`config.mk`:
```
export PLATFORM = sky130hd
export DESIGN_NAME = sos_standby_ctrl
export DESIGN_NICKNAME = d
export VERILOG_FILES = /design/src/sos_pkg.sv /design/src/sos_standby_ctrl.sv
export SDC_FILE = /design/constraint.sdc
export NUM_CORES = 1
export LEC_CHECK = 0
export ABC_AREA = 1
export BUFFER_PORTS_ARGS = -buffer_cell sky130_fd_sc_hd__buf_2
export CELL_PAD_IN_SITES_DETAIL_PLACEMENT = 1
export CELL_PAD_IN_SITES_GLOBAL_PLACEMENT = 1
export CORE_MARGIN = 3
export CORE_UTILIZATION = 40
export DETAILED_ROUTE_END_ITERATION = 12
export GPL_ROUTABILITY_DRIVEN = 1
export PLACE_DENSITY_LB_ADDON = 0.1
export SLEW_MARGIN = 40
export SYNTH_ARGS = -nofsm -noshare
export SYNTH_HDL_FRONTEND = slang
export SYNTH_SLANG_ARGS = --single-unit
```
`constraint.sdc`:
```
create_clock -name sys_clk -period 4.3 [get_ports sys_clk]
set_clock_uncertainty 0.05 [all_clocks]
set_input_delay 0.86 -clock sys_clk [delete_from_list [all_inputs] [get_ports sys_clk]]
set_output_delay 0.86 -clock sys_clk [all_outputs]
set_load 0.005 [all_outputs]
```
`src/sos_pkg.sv`:
```
// constants for the standby controller and crystal stabilization status
// assumes one system clock; crystal cycles arrive as synchronous ticks
package sos_pkg;

  // ----------------------------------------------------------------------
  // register map
  // ----------------------------------------------------------------------
  localparam logic [15:0] ADDR_STAB_STATUS = 16'hffa3;
  localparam logic [15:0] ADDR_STAB_SELECT = 16'hffa4;
  localparam logic [7:0]  STATUS_RST       = 8'h00;
  localparam logic [2:0]  SELECT_RST       = 3'h5;

  // ----------------------------------------------------------------------
  // status field positions (thermometer, shortest wait in bit 4)
  // ----------------------------------------------------------------------
  localparam int POS_2E11 = 4;
  localparam int POS_2E13 = 3;
  localparam int POS_2E14 = 2;
  localparam int POS_2E15 = 1;
  localparam int POS_2E16 = 0;

  // ----------------------------------------------------------------------
  // select codes and crystal cycle thresholds
  // ----------------------------------------------------------------------
  localparam logic [2:0]  SEL_2E11 = 3'h1;
  localparam logic [2:0]  SEL_2E13 = 3'h2;
  localparam logic [2:0]  SEL_2E14 = 3'h3;
  localparam logic [2:0]  SEL_2E15 = 3'h4;
  localparam logic [2:0]  SEL_2E16 = 3'h5;
  localparam logic [16:0] CYC_2E11 = 17'h00800;
  localparam logic [16:0] CYC_2E13 = 17'h02000;
  localparam logic [16:0] CYC_2E14 = 17'h04000;
  localparam logic [16:0] CYC_2E15 = 17'h08000;
  localparam logic [16:0] CYC_2E16 = 17'h10000;

  // ----------------------------------------------------------------------
  // controller states
  // ----------------------------------------------------------------------
  typedef enum logic [3:0] {
    SOS_RUN   = 4'b0001,
    SOS_LIGHT = 4'b0010,
    SOS_DEEP  = 4'b0100,
    SOS_WAIT  = 4'b1000
  } sos_state_e;

endpackage

```
`src/sos_standby_ctrl.sv`:
```
// standby controller: light-sleep, deep-sleep, crystal stabilization status
// assumes cpu instruction strobes and crystal ticks are synchronous pulses
`timescale 1ns/1ps

// Summary of operation
// - light-sleep instruction enters light-sleep and gates the cpu clock
// - all running oscillators keep running during light-sleep
// - deep-sleep instruction stops high-speed and internal high-speed osc
// - an interrupt request ends deep-sleep and light-sleep
// - crystal cpu clock waits for stabilization after deep-sleep release
// - registers, flags and memory are held through both standby modes
// - port output latches and buffers are held through both standby modes
// - subsystem oscillator never stops in any standby mode
// - status register is read only, bit or byte readable
// - status clears on reset, deep-sleep instruction and main osc stop
// - status bits 7..5 read zero; bits 4..0 flag 2^11..2^16 cycles
// - flags fill as thermometer from shortest and stay set until cleared
// - counter stops at selected wait, so only flags up to it can set
// - wait counts from start of oscillation, not before
// - status shows crystal progress while cpu runs on another clock
// - select field is three bits, codes 1..5, resets to five
// - crystal cpu clock held off until selected time after deep-sleep
module sos_standby_ctrl (
  input  wire logic        sys_clk,
  input  wire logic        rst_b,
  input  wire logic        haltInstr,
  input  wire logic        stopInstr,
  input  wire logic        intReq,
  input  wire logic        cpuClkIsCrystal,
  input  wire logic        crystalTick,
  input  wire logic        crystalRunning,
  input  wire logic        mainOscStopSet,
  input  wire logic [15:0] memAddr,
  input  wire logic        memRdEn,
  input  wire logic        memWrEn,
  input  wire logic [7:0]  memWrData,
  output logic             cpuClkEn_ff,
  output logic             hsOscStop_ff,
  output logic             subOscRun_ff,
  output logic             holdState_ff,
  output logic [7:0]       memRdData_ff
);

  // ----------------------------------------------------------------------
  // helpers
  // ----------------------------------------------------------------------
  // prohibited codes fall back to the longest wait: safe, never too short
  function automatic logic [16:0] selLimit(input logic [2:0] sel);
    unique case (sel)
      sos_pkg::SEL_2E11: selLimit = sos_pkg::CYC_2E11;
      sos_pkg::SEL_2E13: selLimit = sos_pkg::CYC_2E13;
      sos_pkg::SEL_2E14: selLimit = sos_pkg::CYC_2E14;
      sos_pkg::SEL_2E15: selLimit = sos_pkg::CYC_2E15;
      default:           selLimit = sos_pkg::CYC_2E16;
    endcase
  endfunction

  function automatic logic [4:0] flagsFor(input logic [16:0] cnt);
    flagsFor = '0;
    flagsFor[sos_pkg::POS_2E11] = (cnt >= sos_pkg::CYC_2E11);
    flagsFor[sos_pkg::POS_2E13] = (cnt >= sos_pkg::CYC_2E13);
    flagsFor[sos_pkg::POS_2E14] = (cnt >= sos_pkg::CYC_2E14);
    flagsFor[sos_pkg::POS_2E15] = (cnt >= sos_pkg::CYC_2E15);
    flagsFor[sos_pkg::POS_2E16] = (cnt >= sos_pkg::CYC_2E16);
  endfunction

  // ----------------------------------------------------------------------
  // state
  // ----------------------------------------------------------------------
  sos_pkg::sos_state_e state_ff;
  sos_pkg::sos_state_e nxt_state;
  logic [16:0]         stabCnt_ff;
  logic [16:0]         nxt_stabCnt;
  logic [4:0]          stabFlags_ff;
  logic [4:0]          nxt_stabFlags;
  logic [2:0]          stabSelect_ff;
  logic [2:0]          nxt_stabSelect;
  logic                nxt_cpuClkEn;
  logic                nxt_hsOscStop;
  logic                nxt_holdState;
  logic [7:0]          nxt_memRdData;
  logic                stabClear;
  logic                waitDone;

  assign stabClear = (stopInstr && state_ff == sos_pkg::SOS_RUN) ||
                     mainOscStopSet;
  assign waitDone  = (stabCnt_ff >= selLimit(stabSelect_ff));

  // ----------------------------------------------------------------------
  // standby sequencing
  // ----------------------------------------------------------------------
  always_comb begin
    nxt_state = state_ff;
    unique case (state_ff)
      sos_pkg::SOS_RUN: begin
        if (stopInstr) begin
          nxt_state = sos_pkg::SOS_DEEP;
        end else if (haltInstr) begin
          nxt_state = sos_pkg::SOS_LIGHT;
        end
      end
      sos_pkg::SOS_LIGHT: begin
        if (intReq) begin
          nxt_state = sos_pkg::SOS_RUN;
        end
      end
      sos_pkg::SOS_DEEP: begin
        if (intReq) begin
          // only a crystal cpu clock has to wait out stabilization
          nxt_state = cpuClkIsCrystal ? sos_pkg::SOS_WAIT
                                      : sos_pkg::SOS_RUN;
        end
      end
      sos_pkg::SOS_WAIT: begin
        if (!cpuClkIsCrystal || waitDone) begin
          nxt_state = sos_pkg::SOS_RUN;
        end
      end
      default: nxt_state = sos_pkg::SOS_RUN;
    endcase
    // cpu clock only in run; oscillators stop only in deep-sleep
    nxt_cpuClkEn  = (nxt_state == sos_pkg::SOS_RUN);
    nxt_hsOscStop = (nxt_state == sos_pkg::SOS_DEEP);
    // freeze of cpu registers, memory and port latches while not running
    nxt_holdState = (nxt_state != sos_pkg::SOS_RUN);
  end

  // ----------------------------------------------------------------------
  // stabilization counter, flags and select register
  // ----------------------------------------------------------------------
  always_comb begin
    nxt_stabCnt    = stabCnt_ff;
    nxt_stabSelect = stabSelect_ff;
    if (stabClear || !crystalRunning) begin
      nxt_stabCnt = '0;
    end else if (crystalTick && !waitDone) begin
      nxt_stabCnt = stabCnt_ff + 17'h00001;
    end
    nxt_stabFlags = stabFlags_ff | flagsFor(stabCnt_ff);
    // clear wins: the counter restarts with it, so a set from the stale
    // count would report stabilization that no longer holds
    if (stabClear) begin
      nxt_stabFlags = 5'h00;
    end
    if (memWrEn && memAddr == sos_pkg::ADDR_STAB_SELECT) begin
      nxt_stabSelect = memWrData[2:0];
    end
    // status has no write path at all
    nxt_memRdData = memRdData_ff;
    if (memRdEn) begin
      if (memAddr == sos_pkg::ADDR_STAB_STATUS) begin
        nxt_memRdData = {3'h0, stabFlags_ff};
      end else if (memAddr == sos_pkg::ADDR_STAB_SELECT) begin
        nxt_memRdData = {5'h00, stabSelect_ff};
      end else begin
        nxt_memRdData = 8'h00;
      end
    end
  end

  always_ff @(posedge sys_clk) begin
    if (!rst_b) begin
      state_ff      <= sos_pkg::SOS_RUN;
      stabCnt_ff    <= '0;
      stabFlags_ff  <= sos_pkg::STATUS_RST[4:0];
      stabSelect_ff <= sos_pkg::SELECT_RST;
      cpuClkEn_ff   <= 1'b1;
      hsOscStop_ff  <= 1'b0;
      subOscRun_ff  <= 1'b1;
      holdState_ff  <= 1'b0;
      memRdData_ff  <= 8'h00;
    end else begin
      state_ff      <= nxt_state;
      stabCnt_ff    <= nxt_stabCnt;
      stabFlags_ff  <= nxt_stabFlags;
      stabSelect_ff <= nxt_stabSelect;
      cpuClkEn_ff   <= nxt_cpuClkEn;
      hsOscStop_ff  <= nxt_hsOscStop;
      subOscRun_ff  <= 1'b1;
      holdState_ff  <= nxt_holdState;
      memRdData_ff  <= nxt_memRdData;
    end
  end

  // ----------------------------------------------------------------------
  // checks
  // ----------------------------------------------------------------------
  a_halt_gates_clock: assert property (@(posedge sys_clk) disable iff (!rst_b)
    state_ff == sos_pkg::SOS_RUN && haltInstr && !stopInstr
    |=> !cpuClkEn_ff && !hsOscStop_ff)
    else $error("light-sleep did not gate cpu clock only");

  a_deep_stops_osc: assert property (@(posedge sys_clk) disable iff (!rst_b)
    state_ff == sos_pkg::SOS_RUN && stopInstr
    |=> hsOscStop_ff && stabFlags_ff == 5'h00)
    else $error("deep-sleep did not stop oscillators or clear status");

  a_sub_osc_runs: assert property (@(posedge sys_clk) disable iff (!rst_b)
    ##1 subOscRun_ff)
    else $error("subsystem oscillator stopped");

  a_irq_wakes: assert property (@(posedge sys_clk) disable iff (!rst_b)
    state_ff != sos_pkg::SOS_RUN && state_ff != sos_pkg::SOS_WAIT && intReq
    ##1 1 |-> !hsOscStop_ff)
    else $error("interrupt did not end standby");

  a_wait_holds_cpu: assert property (@(posedge sys_clk) disable iff (!rst_b)
    state_ff == sos_pkg::SOS_WAIT && cpuClkIsCrystal && !waitDone
    |=> !cpuClkEn_ff)
    else $error("cpu released before stabilization");

  a_status_top_zero: assert property (@(posedge sys_clk) disable iff (!rst_b)
    $rose(memRdEn) && memAddr == sos_pkg::ADDR_STAB_STATUS
    |=> memRdData_ff[7:5] == 3'h0)
    else $error("status upper bits not zero");

  a_flags_sticky: assert property (@(posedge sys_clk) disable iff (!rst_b)
    !stabClear && stabFlags_ff[sos_pkg::POS_2E11]
    |=> stabFlags_ff[sos_pkg::POS_2E11])
    else $error("stabilization flag fell without a clear");

  a_flags_limited: assert property (@(posedge sys_clk) disable iff (!rst_b)
    stabSelect_ff == sos_pkg::SEL_2E11 && !stabClear
    && stabFlags_ff[sos_pkg::POS_2E13] == 1'b0
    |=> stabFlags_ff[sos_pkg::POS_2E13] == 1'b0)
    else $error("flag beyond selected wait became set");

  a_hold_standby: assert property (@(posedge sys_clk) disable iff (!rst_b)
    state_ff != sos_pkg::SOS_RUN |-> holdState_ff && !cpuClkEn_ff)
    else $error("state not held in standby");

endmodule // sos_standby_ctrl

```
==> results by group <==
Logic synthesis
  • Post-synthesis mux area share: 0%
  • Post-Synth Simple-Gate Area: between 30% and 40%
  • Synth unique cells: 30
  • Cell taking the most area after synthesis: dfxtp_1
  • Syn avg cell area: 6.784 um^2
  • Yosys top cell area share: between 30% and 40%
  • Area of the mapped netlist: about 2200 um^2
  • FF+latch count, synth: 37
  • Complex-gate fraction of the synthesized area: around a tenth
  • Adder-cell area share of the yosys netlist: under 10%
  • Main combinational cell family by area after synthesis: simple AND/OR/NAND/NOR gates
  • Post-synthesis sequential area ratio: between 30% and 40%
  • Synth top area cells: dfxtp_1, nand2_1, nor2_1
  • Synth Instances: ~330
  • XOR/XNOR share of the synthesized area: under 10%
  • Synth warn: 0

STA
  • Min Tclk post-route: between 2000 and 2500 ps
  • Max-slew violations: 0
  • Max Clk Rate: between 400 and 500 MHz
  • Hold Vio Cnt, Final: 0
  • Final setup viols: 0
  • Fin crit share: a little under three fifths
  • RSZ-0062 raised after global routing: false
  • Worst Tran Pin Value: around 670 ps
  • Final hold slack: a little over 400 ps
  • Slew HR: between 50% and 60%
  • Setup TNS: 0 ps

Floorplan
  • Die area: 6475 um^2
  • Initial Util: between 40% and 50%
  • I/O pin count: 47
  • Die X: just over 80 um
  • Num rows: 26
  • Core Region: about 5200 um^2
  • Die height: 80.47 um

Worst setup path
  • Max FO, Critical Path: 15
  • Critical Path Start: stabSelect_ff[0]
  • Critical path's largest stage delay: 420 ps
  • CP bufs+invs: 1
  • CP required: 4460 ps
  • Critical Path Most Common Cell: nand2_2
  • Crit path launch type: register
  • Critical path cell sequence: inv_1, nor3_1, nand3b_1, ha_1, a21oi_1, nand2_2, nor2_8, nand2_2, nor2_4, nand2_1, a21oi_2
  • Critical path arrival: between 2000 and 3000 ps
  • RR Startpoint: stabSelect_ff[0]
  • Worst path top cell family by delay: simple AND/OR/NAND/NOR gates
  • Slowest CP cell: dfxtp_1
  • Worst Setup End Kind: register
  • Crit path kind: register to register

Routing
  • Via density: 4.919
  • WL/cell: ~13 um
  • Drt total wl: around 5.6 mm
  • Pre-antenna DRT Iters: 4
  • DR iter-0 viols: 66
  • Drc violations: 0
  • Via count: about 2,100
  • Final ANT Viol Nets: 0

Layout
  • Layout Cells excl Fill: approximately 430
  • Antenna cells: 0
  • Commonest non-fill, non-tap cell in the layout: nand2_1
  • Area Overhead vs Synth: 14.10%
  • Post-layout util: around half
  • Highest-count cells in the layout ignoring fill and taps: nand2_1, nor2_1, dfxtp_1, buf_2, inv_1
  • Fillers: about 720
  • Fin nets: 404
  • Proportion of layout cells with a drive suffix above 1: between 10% and 20%

Global routing
  • Met3 GRT Util: under 10%
  • Initial antenna violation count: 0
  • M2 GR Usage: about a third
  • Largest net degree at the start of global routing: 18
  • First-pass GRT wire length: around 9.7 mm
  • Gr ovfl total: 0
  • Vias in the first global route: between 2,000 and 2,500
  • Aggregate global-route resource usage: between 10% and 20%
  • Met1 Use GR: roughly a quarter
  • Gr busiest metal: met2

Min path
  • Hold WC Path Type: register to register
  • Min-delay src: stabFlags_ff[3]

Flow run
  • Max-cap violations: 0

Placed design
  • Dpl cells: 425
  • RD Place Congestion: 0.7961
  • Port Buf Inserts: 37
  • DP HPWL: 4.370 mm

CTS
  • Total CTS buffers: 5
  • Post-CTS Resized: 0
  • CTS Sinks: 37
  • Buffer count from post-CTS setup fixing: 0
  • Clock transition at path regs: around 80 ps
  • CTS Root Cell: clkbuf_8
  • Worst skew pair latency: between 200 and 300 ps
  • # hold bufs at CTS: 0
  • CTS tree: built
  • Clk buf depth: 2
  • H-tree depth: 2

Run status
  • Status: complete, no violations

Power
  • Total chip power: approximately 760 uW
  • Sw frac: 24.57%
  • Clk pwr share: a little over two fifths
  • Share of power burned in registers: between 40% and 50%
  • P_sw: roughly 190 uW
  • Int Pwr: ~570 uW
  • Peak VDD IR: between 0.15 and 0.2 mV
  • PD cells: 299.2 nW/um^2
  • Leakage power: between 0.001 and 0.0015 uW
  • Comb power frac: under 10%
==> sequential cells by signal, indices dropped and copies added (netlist names) <==
name and cells:
stabSelect_ff 3, holdState_ff 1, cpuClkEn_ff 1, hsOscStop_ff 1, stabFlags_ff 5, state_ff 4, stabCnt_ff 17, memRdData_ff 5
==> synth_stat cells <==
cell      number
nand4_2        1
inv_1         30
nand2_2        3
nor2_2         4
nand2_1       96
o21ai_0        6
dfxtp_1       37
nor2_4         1
conb_1         2
clkbuf_1       2
and2_1         2
nor4_1         2
and3_1         1
a21oi_1       18
buf_2          1
xor2_1         5
nor3_1         4
a21oi_2       10
nand3_1       25
nand3b_1       3
xnor2_1        6
buf_6          4
ha_1           7
inv_2          1
nor2_1        41
nor2_8         1
nand4_1        8
or2_2          1
buf_4          4
nand3_4        1
==> worst min-delay path, stage by stage, from the launching register on <==
cell and delay, ps:
dfxtp_1 310, inv_1 50, a21oi_1 50
==> final timing paths <==
kind              slack, ps               to  cells after the start
setup / recovery       1850    stabCnt_ff[9]                     11
hold / removal          410  stabFlags_ff[3]                      2
setup reg to reg       1850    stabCnt_ff[9]                     11
hold reg to reg         410  stabFlags_ff[3]                      2
==> power by group through the flow <==
| stage | Sequential [uW] | Combinational [uW] | Clock (uW) |
|---|---|---|---|
| after floorplan | 367 | 46.2 | 0 |
| after global placement | 367 | 74.2 | 0 |
| after detailed placement | 367 | 76.3 | 0 |
| after CTS | 359 | 76.5 | 330 |
| after global routing | 361 | 86.0 | 350 |
| final | 359 | 75.1 | 323 |
==> logic make-up (layout without fill, tap and decap cells) <==
family	after synthesis	after routing
buffers and inverters	42	76
flip-flops	37	37
AND/OR/NAND/NOR	194	194
adder cells (fa/ha/maj)	7	7
XOR/XNOR	11	11
other	2	4
AO/OA/AOI/OAI	34	34
==> cell type report <==
type                       instances  area, um^2  share of cell area, %
clock buffer                       6       82.58                  3.262
tap                               70       87.58                  3.460
clock inverter                     2       37.54                  1.483
timing repair buffer              37       185.2                  7.316
multi-input combinational        250        1281                  50.62
inverter                          31       116.4                  4.597
sequential                        37       740.7                  29.26
==> layer usage <==
layer	part of all wire, %	wire, um
met4	1.2	67
met5	0	0
met1	48	2713
met2	48	2704
met3	2.6	149
==> per-stage QoR <==
step           instance area [um^2]  setup WS (ps)
3_3_place_gp                   2411           1924
2_1_floorplan                  2226           2355
6_report                       2531           1852
4_1_cts                        2531           1791
5_1_grt                        2531           1624
3_5_place_dp                   2411           1831
Power figures use the tool's default switching activity.
